**src/rst_seq_pkg.sv**
```systemverilog
// constants for the reset cause and power-on-clear sequencer
package rst_seq_pkg;
  localparam logic [15:0] CAUSE_ADDR       = 16'hFFAC;
  localparam int          WDOG_BIT_POS     = 4;
  localparam int          LOWV_BIT_POS     = 0;
  localparam logic [7:0]  CAUSE_RST_VAL    = 8'h00;
  localparam logic [7:0]  LOWV_REG_RST_VAL = 8'h00;
  localparam logic [7:0]  HOUR_RST_VAL     = 8'h12;
  localparam logic [7:0]  DAY_RST_VAL      = 8'h01;
  localparam logic [7:0]  ZERO_RST_VAL     = 8'h00;
  localparam logic [7:0]  IRQ_FLAG_RST_VAL = 8'h00;
  localparam logic [7:0]  IRQ_MASK_RST_VAL = 8'hFF;
  localparam logic [7:0]  WDOG_EN_VAL_LO   = 8'h1A;
  localparam logic [7:0]  WDOG_EN_VAL_HI   = 8'h9A;
  localparam logic [15:0] RESET_VECTOR     = 16'h0000;
  localparam int          SYNC_STAGES      = 2;
  typedef enum logic [1:0] {POC_ACTIVE, POC_WAIT_HIGH, POC_RELEASED} poc_state_t;
endpackage : rst_seq_pkg

```
**src/reset_cause_and_poweron_clear.sv**
```systemverilog
// reset merge, reset cause flags and power-on-clear threshold logic
`timescale 1ns/100ps
module reset_cause_and_poweron_clear (
  input  wire logic        ref_clk,                  // system clock, 25 MHz
  input  wire logic        rst,                      // synchronous block reset
  input  wire logic        ext_reset_n,              // external reset pin, low active
  input  wire logic        wdog_reset_req,           // watchdog overflow request
  input  wire logic        lowvolt_reset_req,        // lowvolt detector reset request
  input  wire logic        supply_above_low,         // comparator: supply above low threshold
  input  wire logic        supply_above_high,        // comparator: supply above high threshold
  input  wire logic        poweron_threshold_select, // option bit: threshold mode
  input  wire logic        wdog_option_bit,          // option bit: watchdog enable reset value
  input  wire logic [15:0] bus_addr,                 // core address
  input  wire logic        bus_rd,                   // core read strobe
  input  wire logic        bus_bit_access,           // core single-bit access marker
  output logic      [7:0]  bus_rdata,                // read data
  output logic             sys_reset,                // reset to general hardware
  output logic             lowvolt_reset,            // reset to lowvolt regs and detector
  output logic             wdog_unit_reset,          // reset to watchdog unit
  output logic             pc_undefined,             // program counter not valid
  output logic      [15:0] reset_vector,             // fetch address after release
  output logic             use_internal_osc,         // run on internal oscillator
  output logic      [7:0]  watchdog_enable_reg,      // watchdog enable reset value
  output logic      [7:0]  cal_hour_rst,             // hour and alarm_hour_reg reset value
  output logic      [7:0]  cal_daymon_rst,           // day and month reset value
  output logic      [7:0]  cal_other_rst,            // other counter reset value
  output logic      [7:0]  irq_flag_rst,             // request flag reset value
  output logic      [7:0]  irq_mask_rst              // mask and priority reset value
);
  logic             ext_low_s;      // synchronised external reset active
  logic             above_low_s;
  logic             above_high_s;
  logic             wdog_s;
  logic             lowv_s;
  rst_seq_pkg::poc_state_t poc_ff, nxt_poc;
  logic             wdog_cause_ff;
  logic             lowv_cause_ff;
  logic             ext_async;
  logic             poc_async;

  // async assertion of the pin and comparator drop, sync release
  assign ext_async = ~ext_reset_n;
  assign poc_async = ~supply_above_low;

  level_sync #(.INIT(1'b1)) u_sync_ext (
    .ref_clk (ref_clk),
    .arst    (ext_async),
    .d       (1'b0),
    .q       (ext_low_s)
  );
  level_sync #(.INIT(1'b0)) u_sync_low (
    .ref_clk (ref_clk),
    .arst    (poc_async),
    .d       (1'b1),
    .q       (above_low_s)
  );
  level_sync #(.INIT(1'b0)) u_sync_high (
    .ref_clk (ref_clk),
    .arst    (1'b0),
    .d       (supply_above_high),
    .q       (above_high_s)
  );
  level_sync #(.INIT(1'b0)) u_sync_wdog (
    .ref_clk (ref_clk),
    .arst    (1'b0),
    .d       (wdog_reset_req),
    .q       (wdog_s)
  );
  level_sync #(.INIT(1'b0)) u_sync_lowv (
    .ref_clk (ref_clk),
    .arst    (1'b0),
    .d       (lowvolt_reset_req),
    .q       (lowv_s)
  );

  // power-on-clear state: dip below low threshold always returns to active
  always_comb begin
    nxt_poc = poc_ff;
    case (poc_ff)
      rst_seq_pkg::POC_ACTIVE: begin
        if (above_low_s) begin
          nxt_poc = poc_threshold_select_hi() ? rst_seq_pkg::POC_WAIT_HIGH
                                             : rst_seq_pkg::POC_RELEASED;
        end
      end
      rst_seq_pkg::POC_WAIT_HIGH: begin
        if (!above_low_s) nxt_poc = rst_seq_pkg::POC_ACTIVE;
        else if (above_high_s) nxt_poc = rst_seq_pkg::POC_RELEASED;
      end
      default: begin
        if (!above_low_s) nxt_poc = rst_seq_pkg::POC_ACTIVE;
      end
    endcase
  end

  function automatic logic poc_threshold_select_hi();
    return poweron_threshold_select;
  endfunction : poc_threshold_select_hi

  // rst models power application
  always_ff @(posedge ref_clk) begin
    if (rst) poc_ff <= rst_seq_pkg::POC_ACTIVE;
    else     poc_ff <= nxt_poc;
  end

  // reset source decode
  wire poc_reset    = (poc_ff != rst_seq_pkg::POC_RELEASED) | poc_async | rst;
  wire clear_reset  = poc_reset | ext_low_s | ext_async;
  wire cause_read   = bus_rd & (bus_addr == rst_seq_pkg::CAUSE_ADDR);
  wire clear_causes = clear_reset | cause_read;

  // cause flags: clear beats set, each source touches only its bit
  always_ff @(posedge ref_clk) begin
    if (clear_causes) begin
      wdog_cause_ff <= rst_seq_pkg::CAUSE_RST_VAL[rst_seq_pkg::WDOG_BIT_POS];
      lowv_cause_ff <= rst_seq_pkg::CAUSE_RST_VAL[rst_seq_pkg::LOWV_BIT_POS];
    end else begin
      if (wdog_s) wdog_cause_ff <= 1'b1;
      if (lowv_s) lowv_cause_ff <= 1'b1;
    end
  end

  // read data: whole byte, other bits zero; writes have no path here
  wire [7:0] cause_byte = {3'h0, wdog_cause_ff, 3'h0, lowv_cause_ff};
  always_ff @(posedge ref_clk) begin
    if (rst) bus_rdata <= 8'h00;
    else     bus_rdata <= cause_read ? cause_byte : 8'h00;
  end

  // reset fan-out
  assign sys_reset        = clear_reset | wdog_s | lowv_s;
  assign lowvolt_reset    = clear_reset | wdog_s;
  assign wdog_unit_reset  = sys_reset;
  assign pc_undefined     = sys_reset;
  assign reset_vector     = rst_seq_pkg::RESET_VECTOR;
  assign use_internal_osc = 1'b1;

  // reset values of peripheral registers
  assign watchdog_enable_reg = wdog_option_bit ? rst_seq_pkg::WDOG_EN_VAL_HI
                                               : rst_seq_pkg::WDOG_EN_VAL_LO;
  assign cal_hour_rst   = rst_seq_pkg::HOUR_RST_VAL;
  assign cal_daymon_rst = rst_seq_pkg::DAY_RST_VAL;
  assign cal_other_rst  = rst_seq_pkg::ZERO_RST_VAL;
  assign irq_flag_rst   = rst_seq_pkg::IRQ_FLAG_RST_VAL;
  assign irq_mask_rst   = rst_seq_pkg::IRQ_MASK_RST_VAL;

  // checks
  a_read_clears: assert property (@(posedge ref_clk) disable iff (rst)
    cause_read |=> (cause_byte == 8'h00 || $past(wdog_s) || $past(lowv_s))
      || !$past(cause_read) ) else $error("cause read did not clear");
  a_ext_clears: assert property (@(posedge ref_clk) disable iff (rst)
    ext_low_s |=> cause_byte == 8'h00) else $error("external reset kept cause");
  a_wdog_sets: assert property (@(posedge ref_clk) disable iff (rst)
    (wdog_s && !clear_causes) |=> wdog_cause_ff) else $error("watchdog bit not set");
  a_lowv_keeps_wd: assert property (@(posedge ref_clk) disable iff (rst)
    (lowv_s && !wdog_s && !clear_causes) |=> wdog_cause_ff == $past(wdog_cause_ff))
    else $error("lowvolt reset changed watchdog bit");
  a_zero_bits: assert property (@(posedge ref_clk) disable iff (rst)
    (bus_rdata & 8'hEE) == 8'h00) else $error("reserved cause bits set");
  a_lowv_spared: assert property (@(posedge ref_clk) disable iff (rst)
    (lowv_s && !wdog_s && !clear_reset) |-> !lowvolt_reset)
    else $error("lowvolt reset hit lowvolt regs");
  a_poc_low_hold: assert property (@(posedge ref_clk) disable iff (rst)
    !above_low_s |-> sys_reset) else $error("reset released below threshold");
  a_high_mode: assert property (@(posedge ref_clk) disable iff (rst)
    (poweron_threshold_select && $past(poc_ff) == rst_seq_pkg::POC_ACTIVE
     && poc_ff != rst_seq_pkg::POC_ACTIVE) |-> poc_ff == rst_seq_pkg::POC_WAIT_HIGH)
    else $error("high mode skipped high threshold");
  c_poc_release: cover property (@(posedge ref_clk) poc_ff == rst_seq_pkg::POC_RELEASED);
  c_wdog_flag: cover property (@(posedge ref_clk) wdog_cause_ff);
  c_lowv_flag: cover property (@(posedge ref_clk) lowv_cause_ff && wdog_cause_ff);
endmodule : reset_cause_and_poweron_clear

```
**src/level_sync.sv**
```systemverilog
// two-stage synchroniser for an asynchronous level, with async preset
`timescale 1ns/100ps
module level_sync #(
  parameter logic INIT = 1'b0
) (
  input  wire logic ref_clk,   // system clock
  input  wire logic arst,      // async preset to INIT
  input  wire logic d,         // asynchronous level
  output logic      q          // synchronised level
);
  logic meta_ff;
  // first stage is read only by the second stage
  always_ff @(posedge ref_clk or posedge arst) begin
    if (arst) begin
      meta_ff <= INIT;
      q       <= INIT;
    end else begin
      meta_ff <= d;
      q       <= meta_ff;
    end
  end
endmodule : level_sync

```
**config.mk**
```make
export PLATFORM = sky130hd
export DESIGN_NAME = reset_cause_and_poweron_clear
export DESIGN_NICKNAME = d
export VERILOG_FILES = /design/src/rst_seq_pkg.sv /design/src/reset_cause_and_poweron_clear.sv /design/src/level_sync.sv
export SDC_FILE = /design/constraint.sdc
export NUM_CORES = 1
export LEC_CHECK = 0
export BUFFER_PORTS_ARGS = -buffer_cell sky130_fd_sc_hd__buf_2
export CELL_PAD_IN_SITES_DETAIL_PLACEMENT = 0
export CELL_PAD_IN_SITES_GLOBAL_PLACEMENT = 1
export CORE_UTILIZATION = 21
export CTS_CLUSTER_SIZE = 12
export DETAILED_ROUTE_END_ITERATION = 12
export PLACE_DENSITY_LB_ADDON = 0.1
export SLEW_MARGIN = 30
export SYNTH_ARGS = -nofsm -noshare
export SYNTH_HDL_FRONTEND = slang
export SYNTH_SLANG_ARGS = --single-unit
```
**constraint.sdc**
```tcl
create_clock -name ref_clk -period 1.21 [get_ports ref_clk]
set_input_delay 0.121 -clock ref_clk [delete_from_list [all_inputs] [get_ports ref_clk]]
set_output_delay 0.121 -clock ref_clk [all_outputs]
set_load 0.02 [all_outputs]
```
* Yosys cells after proc, flatten, opt, wreduce, memory -nomap -nowiden *
Index checks and enable logic that the tools add are counted.

storage, ports and cells
  bits in registers = 22
  output and inout port bits = 77

cells by class
  eq/ne operators = 6
  multiplexer cells = 7
  bitwise logic cells = 11
  reduce and logical (&&, ||, !) cells = 3

operator list
  operator                                                                 count
  16-bit equality test, second input constant                              1
  2-bit two-way mux                                                        5
  8-bit two-way mux                                                        1
  1-bit bitwise OR                                                         7
  2-bit case mux with 2 select lines                                       1
  3-bit by 2-bit inequality test with 1-bit output, second input constant  1
  3-bit inequality test, second input constant                             1
  1-bit NOT                                                                3
  3-bit AND reduction                                                      1
  2-bit by 1-bit equality test with 1-bit output, second input constant    1
  2-bit logical NOT                                                        1
  2-bit by 1-bit inequality test with 1-bit output, second input constant  1
  2-bit inequality test, second input constant                             1
  2-bit OR reduction                                                       1
  1-bit bitwise AND                                                        1

* Logic depth before layout (Yosys ltp) *
Gate-level depths: netlist of the first run.

  depth after elaboration = 7
  mapped depth = 4

* Modules after synthesis *
Synthesis of the first run repeated with hierarchy kept, for this count alone.

unflattened totals
  cell total of the unflattened synthesis = 124
  area total of the unflattened synthesis = 1,138.6 um^2

modules (own cells, without submodules)
  module                         times used  cells an instance  area each (um^2)
  reset_cause_and_poweron_clear  1           109                867.1
  level_sync (u_sync_high ...)   4           3                  53.8
  level_sync (u_sync_ext)        1           3                  56.3

* Worst setup path after synthesis of the first run *
No wires, ideal clock.

  kind = register -> output
  from = reg u_sync_ext.q
  to = out sys_reset
  arrival time = 1.361 ns
  slack = -0.272 ns
  stages on the path, launching flop included = 5
  path buffers = 1
  cell sequence = dfstp_2 -> nor4bb_1 -> nand3b_1 -> or3_1 -> buf_4

between the ends
  cells in the longest elaborated chain, start to end = 4

RTL lines
  element                        RTL line                              source
  start, declared                level_sync.sv:9                       output logic q
  start signal, assigned         level_sync.sv:19                      q <= meta_ff;
  1-bit bitwise OR (2 in a row)  reset_cause_and_poweron_clear.sv:108  wire clear_reset = poc_reset | ext_low_s | ext_async;
  1-bit bitwise OR (2 in a row)  reset_cause_and_poweron_clear.sv:131  assign sys_reset = clear_reset | wdog_s | lowv_s;
  end, declared                  reset_cause_and_poweron_clear.sv:17   output logic sys_reset,

Every way passes these cells.

* Worst setup path after layout of the first run *
  from = reg u_sync_ext.q
  to = out pc_undefined

between the ends
  cells in the longest elaborated chain, start to end = 4

RTL lines
  element                        RTL line                              source
  1-bit bitwise OR (2 in a row)  reset_cause_and_poweron_clear.sv:108
  1-bit bitwise OR (2 in a row)  reset_cause_and_poweron_clear.sv:131
  end, declared                  reset_cause_and_poweron_clear.sv:20   output logic pc_undefined,

Every way passes these cells.

==> results.toml, run 1 <==
[die]
rows = 25
die_w_um = 73.9
dieHeight_um = 73.9
dieArea_mm2 = 0.00546
ios = 104
core_region_area_mm2 = 0.00485
initial_core_util_pct = 22.4

[detailed_routing]
drc_errors = 0
routedWlPerCell_um = 6.95
wl_mm = 1.56
num_vias = 650
viasPerCell = 2.89
drt_iter0_markers = 3
dr.pass1.iters = 4
antenna_left = 0

[place]
place_inst = 216
dpl_cell_area_mm2 = 0.00108
io_buffers = 30
place_hpwl_mm = 1.43
gp_congestion = 0.614

[power_and_ir_drop]
powerDensity_mw_per_mm2 = 1090
vdd_ir_drop_max_mv = 0.450
leakage_nw = 0.629
power_mw = 1.30

[synthesis]
yosysSeqAreaShare_pct = 31.6
postSynthAreaPerCell_um2 = 9.27
synth-seq-cells = 16
synth_warnings = 0
netlist_instances = 117
netlist_area_mm2 = 0.00108
ys_types = 23

[critical_path]
startpoint_type = "flop"
crit_type = "flop to output port"
arrival_ps = 1550
crit_chain = "nor4bb_2 > nand3b_1 > or3_4 > buf_2"
cp_slowest_cell = "dfstp_2"
cpPeakStageDelay_ps = 370
r2r_slack_ps = 50
cp.required_ps = 1090
end_kind = "output port"
cp_max_fo = 3

[min_path]
hp-class = "primary input to flop"

[cts]
cts-htree-levels = 1
postCtsSetupBuffers = 0
numClockSinks = 16
cts_tree = "yes"
clkLatencyLatePin_ps = 240
clockBufferDepth = 2
cts_buffers = 3
cts_root_buf = "clkbuf_8"
clkTransAtPathRegs_ps = 60

[grt]
grt_pass1_vias = 528
grt.overflow.total = 0
use_met1_pct = 5.31
grt_pass1_wl_mm = 2.23
grt_use_met3_pct = 2.19
antenna_found_initial = 0
busiest_layer = "met2"
grt_start_max_net_pins = 10
met2_usage_pct = 9.68
grt_util_all_layers_pct = 5.48

[timing]
slew_headroom_pct = 60.0
rsz0062_at_grt = "true"
fin_crit_ps = 1670
max_freq_mhz = 597
worstMarginPinSlew_ps = 594
setup_ws_ps = -464
setup_viol = 4
fin_crit_sh_pct = 138
final_hold_viol_count = 0
drv_slew = 0
fin_skew_ps = 0.379

[final_layout]
syn_to_final_growth_pct = 10.6
fin_cells = 225
final_nets = 186
final_cell_mix = "conb_1 (72), buf_2 (29), dfxtp_1 (12)"
final_cell_area_mm2 = 0.00120
drive_gt1_share_pct = 30.4
diodes = 0
final_common_cell = "conb_1"

[run]
drv_cap = 0

[outcome]
status = "complete, but fails checks"
violations = "negative setup slack"
-- cells in the mapped netlist, drive strengths merged --
cell type | instances | area (um^2)
a211oi | 3 | 22.5
a21oi | 1 | 5.00
and4 | 2 | 17.5
buf | 73 | 548
conb | 2 | 7.51
dfrtp | 2 | 50.1
dfstp | 2 | 52.6
dfxtp | 12 | 240
inv | 1 | 3.75
nand2 | 1 | 3.75
nand2b | 1 | 6.26
nand3b | 1 | 7.51
nand4 | 1 | 6.26
nand4b | 2 | 32.5
nor2 | 5 | 18.8
nor4 | 1 | 6.26
nor4b | 2 | 17.5
nor4bb | 1 | 10.0
o21ai | 1 | 5.00
or2 | 1 | 6.26
or3 | 1 | 6.26
or4 | 1 | 11.3
-- sequential cells by signal (all words and copies together) (netlist names) --
name	count
lowv_cause_ff	1
u_sync_wdog.q	1
u_sync_low.q	1
u_sync_high.q	1
u_sync_lowv.q	1
u_sync_low.meta_ff	1
u_sync_ext.q	1
u_sync_lowv.meta_ff	1
bus_rdata	2
u_sync_ext.meta_ff	1
wdog_cause_ff	1
u_sync_wdog.meta_ff	1
u_sync_high.meta_ff	1
poc_ff	2
-- power breakdown --
part / internal (mW) / switching (mW) / total (mW)
Clock: 0.288 / 0.169 / 0.457
Sequential: 0.553 / 0.00883 / 0.562
Combinational: 0.0591 / 0.226 / 0.285
Total: 0.900 / 0.404 / 1.30
-- worst paths after layout --
path | start | end | cells after the start
worst max-delay path | u_sync_ext.q$_DFF_PN1_ | pc_undefined | 4
worst min register to register | u_sync_high.meta_ff$_DFF_P_ | u_sync_high.q$_DFF_P_ | 0
worst max register to register | u_sync_ext.q$_DFF_PN1_ | lowv_cause_ff$_SDFFE_PP0P_ | 4
worst min-delay path | poweron_threshold_select | poc_ff[0]$_SDFFE_PP0P_ | 3
max in group asynchronous | ext_reset_n | u_sync_ext.q$_DFF_PN1_ | 3
min in group asynchronous | supply_above_low | u_sync_low.meta_ff$_DFF_PN0_ | 3
-- final cells by class --
type | count | area [um^2]
fill | 552 | 3650
multi-input combinational | 97 | 474
sequential | 16 | 343
timing repair buffer | 40 | 240
tap | 67 | 83.8
clock buffer | 4 | 55.1
inverter | 1 | 3.75
-- layer usage --
| layer | vias to the layer above | part of all wire [%] |
|---|---|---|
| li1 | 314 | - |
| met1 | 277 | 34 |
| met2 | 57 | 56 |
| met3 | 2 | 8.7 |
| met4 | 0 | 1.0 |
| met5 | - | 0 |
-- cells by family after synthesis --
group                  share of synthesized area (%)
AOI/OAI and AO/OA                               3.00
other                                          0.692
buffers and inverters                           50.9
DFF                                             31.6
and+or+nand+nor                                 13.8
-- critical path, delay by kind of cell (launching register included) --
kind | cells | cell delay [ps]
buf+inv | 1 | 170
flops | 1 | 370
simple gates | 3 | 770
-- through the flow --
| step | TNS (ps) | hold slack, ps | utilization, % | setup WS [ps] |
|---|---|---|---|---|
| after floorplan | -387 | -175 | - | -188 |
| after global placement | -740 | 16.7 | 22.2 | -183 |
| after detailed placement | -977 | 16.7 | 22.2 | -245 |
| after CTS | -1870 | 126 | 24.5 | -489 |
| after global routing | -2050 | 153 | 24.7 | -527 |
| final | -1780 | 131 | 24.7 | -464 |
-- what timing repair did --
action / CTS / global route
gates resized for setup: 1 / 3
hold endpoints to repair: 7 / 0
setup endpoints to repair: 5 / 6
hold buffers: 5 / 0
No activity file was read; power rests on OpenSTA's default activity.
==> run 2, diff against run 1 <==
--- a/config.mk
+++ b/config.mk
@@ -8,11 +8,12 @@
 export BUFFER_PORTS_ARGS = -buffer_cell sky130_fd_sc_hd__buf_2
 export CELL_PAD_IN_SITES_DETAIL_PLACEMENT = 0
 export CELL_PAD_IN_SITES_GLOBAL_PLACEMENT = 1
-export CORE_UTILIZATION = 21
+export CORE_UTILIZATION = 22
 export CTS_CLUSTER_SIZE = 12
 export DETAILED_ROUTE_END_ITERATION = 12
 export PLACE_DENSITY_LB_ADDON = 0.1
 export SLEW_MARGIN = 30
 export SYNTH_ARGS = -nofsm -noshare
 export SYNTH_HDL_FRONTEND = slang
+export SYNTH_HIERARCHICAL = 1
 export SYNTH_SLANG_ARGS = --single-unit
==> results.toml, run 2 <==
[outcome]
status = "complete, but fails checks"
violations = "negative setup slack"

[power_and_ir_drop]
pwr-share-seq_pct = 42.7
leakage_nw = 0.694
p_sw_share_pct = 31.5
clockPowerShare_pct = 34.9
powerDensity_mw_per_mm2 = 1030
p_comb_share_pct = 22.4
p_sw_uw = 416
internal-power_uw = 906
vdd_ir_drop_max_mv = 0.586

[timing]
drv_slew = 0
fin_skew_ps = 2.13
rsz0062_at_grt = "true"
setup_ws_ps = -486
worstMarginPinSlew_ps = 578
fin_crit_sh_pct = 140
max_freq_mhz = 589
slew_headroom_pct = 61.1
final_hold_viol_count = 0
fin_crit_ps = 1700
setup_viol = 6

[synthesis]
synth_edf_count = 0
synthXorXnorAreaFrac_pct = 0
ys_top_cells_by_area = "buf_4 (48%), dfrtp_1 (18%), dfxtp_1 (11%)"
synth_top_area_cell = "buf_4"
netlist_instances = 124
async_reset_ff_share_pct = 62.5
netlist_area_mm2 = 0.00114
synth_common_cells = "buf_4 (73), dfrtp_1 (8), inv_1 (8)"
postSynthAreaPerCell_um2 = 9.18
synth-seq-cells = 16
synth-simple-area-share_pct = 13.0
synth-compound-area-share_pct = 2.86
synth_warnings = 6
yosysMostFrequentCell = "buf_4"
synthMuxAreaShare_pct = 0
ys_types = 21
synthAdderAreaFrac_pct = 0
synth_ff_type = "dfrtp_1"
yosysSeqAreaShare_pct = 32.7
synth_top_area_share_pct = 48.1
synth_top_family_by_area = "buffers and inverters"

[detailed_routing]
wl_mm = 1.71
num_vias = 711
drt_iter0_markers = 3
drc_errors = 0
routedWlPerCell_um = 7.20
dr.pass1.iters = 4
viasPerCell = 3.00
antenna_left = 0

[cts]
cts-htree-levels = 1
clkLatencyLatePin_ps = 240
cts_buffers = 3
clockBufferDepth = 2
clkTransAtPathRegs_ps = 60
cts_root_buf = "clkbuf_8"
numClockSinks = 16
cts_tree = "yes"

[final_layout]
syn_to_final_growth_pct = 13.2
drive_gt1_share_pct = 30.0
final_cell_area_mm2 = 0.00129
fin_cells = 237
final_nets = 198
diodes = 0
reg.largest.list = "bus_rdata x2, poc_ff x2"
final_common_cell = "conb_1"
final_cell_mix = "conb_1 (75), buf_2 (28), inv_1 (8), buf_4 (8), dfrtp_1 (8)"

[place]
place_inst = 227
dpl_cell_area_mm2 = 0.00115
place_hpwl_mm = 1.48
io_buffers = 30
gp_congestion = 0.639

[die]
core_region_area_mm2 = 0.00485
dieHeight_um = 73.9
rows = 25
initial_core_util_pct = 23.5
ios = 104
dieArea_mm2 = 0.00547
die_w_um = 73.9

[critical_path]
path_depth = 4
startpoint_type = "flop"
arrival_ps = 1580
cp.required_ps = 1090
cp_slowest_cell = "or3_4"
path_buf_inv = 1
cpPeakStageDelay_ps = 350
end_kind = "output port"
path_common_cell = "or3_4"
regToRegStartpoint = "poc_ff[0]$_SDFFE_PP0P_"
r2r_end = "wdog_cause_ff$_SDFFE_PP0P_"
critical_path.endpoint = "wdog_unit_reset"
crit_type = "flop to output port"
r2r_cells = 5
crit_family = "simple AND/OR/NAND/NOR gates"
startpoint = "poc_ff[0]$_SDFFE_PP0P_"
r2r_slack_ps = -80
cp_max_fo = 3
crit_chain = "nand4b_1 > or3_4 > or3_4 > buf_4"

[grt]
grt_start_max_net_pins = 10
grt_pass1_vias = 599
busiest_layer = "met2"
use_met1_pct = 5.84
grt_use_met3_pct = 1.76
met2_usage_pct = 11.8
grt_pass1_wl_mm = 2.49
grt_util_all_layers_pct = 6.14
antenna_found_initial = 0
grt.overflow.total = 0

[run]
drv_cap = 0

[min_path]
hp-class = "primary input to flop"
[run 2: cell types whose count changed in the layout (fill, tap and decap cells not counted), moves of 2 or more]
cell     delta
dfrtp_1     +6
buf_4       +2
dfxtp_1     -7
inv_1       +7
conb_1      +3
[run 2: repair_timing]
| action | in CTS | in global routing |
|---|---|---|
| pin swaps | 0 | 0 |
| gates resized for setup | 6 | 0 |
| hold buffers | 5 | 0 |
| hold endpoints to repair | 7 | 0 |
| setup buffers | 1 | 0 |
| endpoints found under the setup margin | 4 | 6 |
[run 2: final cells by class]
class,instances,area (um^2)
inverters,8,30.0
clock buffers,4,55.1
fillers,529,3560
multi-input cells,100,484
flip-flops and latches,16,374
repair buffers,42,262
well taps,67,83.8
[run 2: routing by layer]
| layer | vias up | share of wire [%] |
|---|---|---|
| li1 | 339 | - |
| met1 | 318 | 32 |
| met2 | 52 | 60 |
| met3 | 2 | 7.4 |
| met4 | 0 | 0.47 |
| met5 | - | 0 |
[run 2: power by group through the flow]
stage | Sequential (mW) | Clock, mW | Combinational (mW)
2_1_floorplan | 0.573 | 0 | 0.394
3_5_place_dp | 0.574 | 0 | 0.277
5_1_grt | 0.566 | 0.498 | 0.328
6_report | 0.564 | 0.462 | 0.296
3_3_place_gp | 0.574 | 0 | 0.274
4_1_cts | 0.564 | 0.483 | 0.291
[run 2: kinds of logic after synthesis]
kind of cell	count (synthesis)
AOI/OAI and AO/OA	5
buffers and inverters	81
DFF	16
other	2
and+or+nand+nor	20
[run 2: per-stage QoR]
stage	hold slack [ps]	power, mW	setup TNS (ps)	util [%]	setup slack [ps]
CTS	119	1.34	-2130	26.6	-503
finish	129	1.32	-2070	26.6	-486
floorplan	-115	0.966	-660	-	-272
global placement	94.1	0.848	-903	23.8	-227
detailed placement	89.8	0.851	-923	23.8	-232
global route	132	1.39	-2400	26.6	-545
[run 2: worst min-delay path by stage]
stage                              from                           end  cells after the start
5_1_grt        poweron_threshold_select        poc_ff[0]$_SDFFE_PP0P_                      3
3_3_place_gp           supply_above_low  u_sync_low/meta_ff$_DFF_PP0_                      4
2_1_floorplan          supply_above_low  u_sync_low/meta_ff$_DFF_PP0_                      2
3_5_place_dp           supply_above_low  u_sync_low/meta_ff$_DFF_PP0_                      4
6_report       poweron_threshold_select        poc_ff[0]$_SDFFE_PP0P_                      3
4_1_cts        poweron_threshold_select        poc_ff[0]$_SDFFE_PP0P_                      3
[run 2: worst min-delay path, stage by stage]
cell	delay [ps]
buf_2	100
nand2_1	50
a21oi_1	60
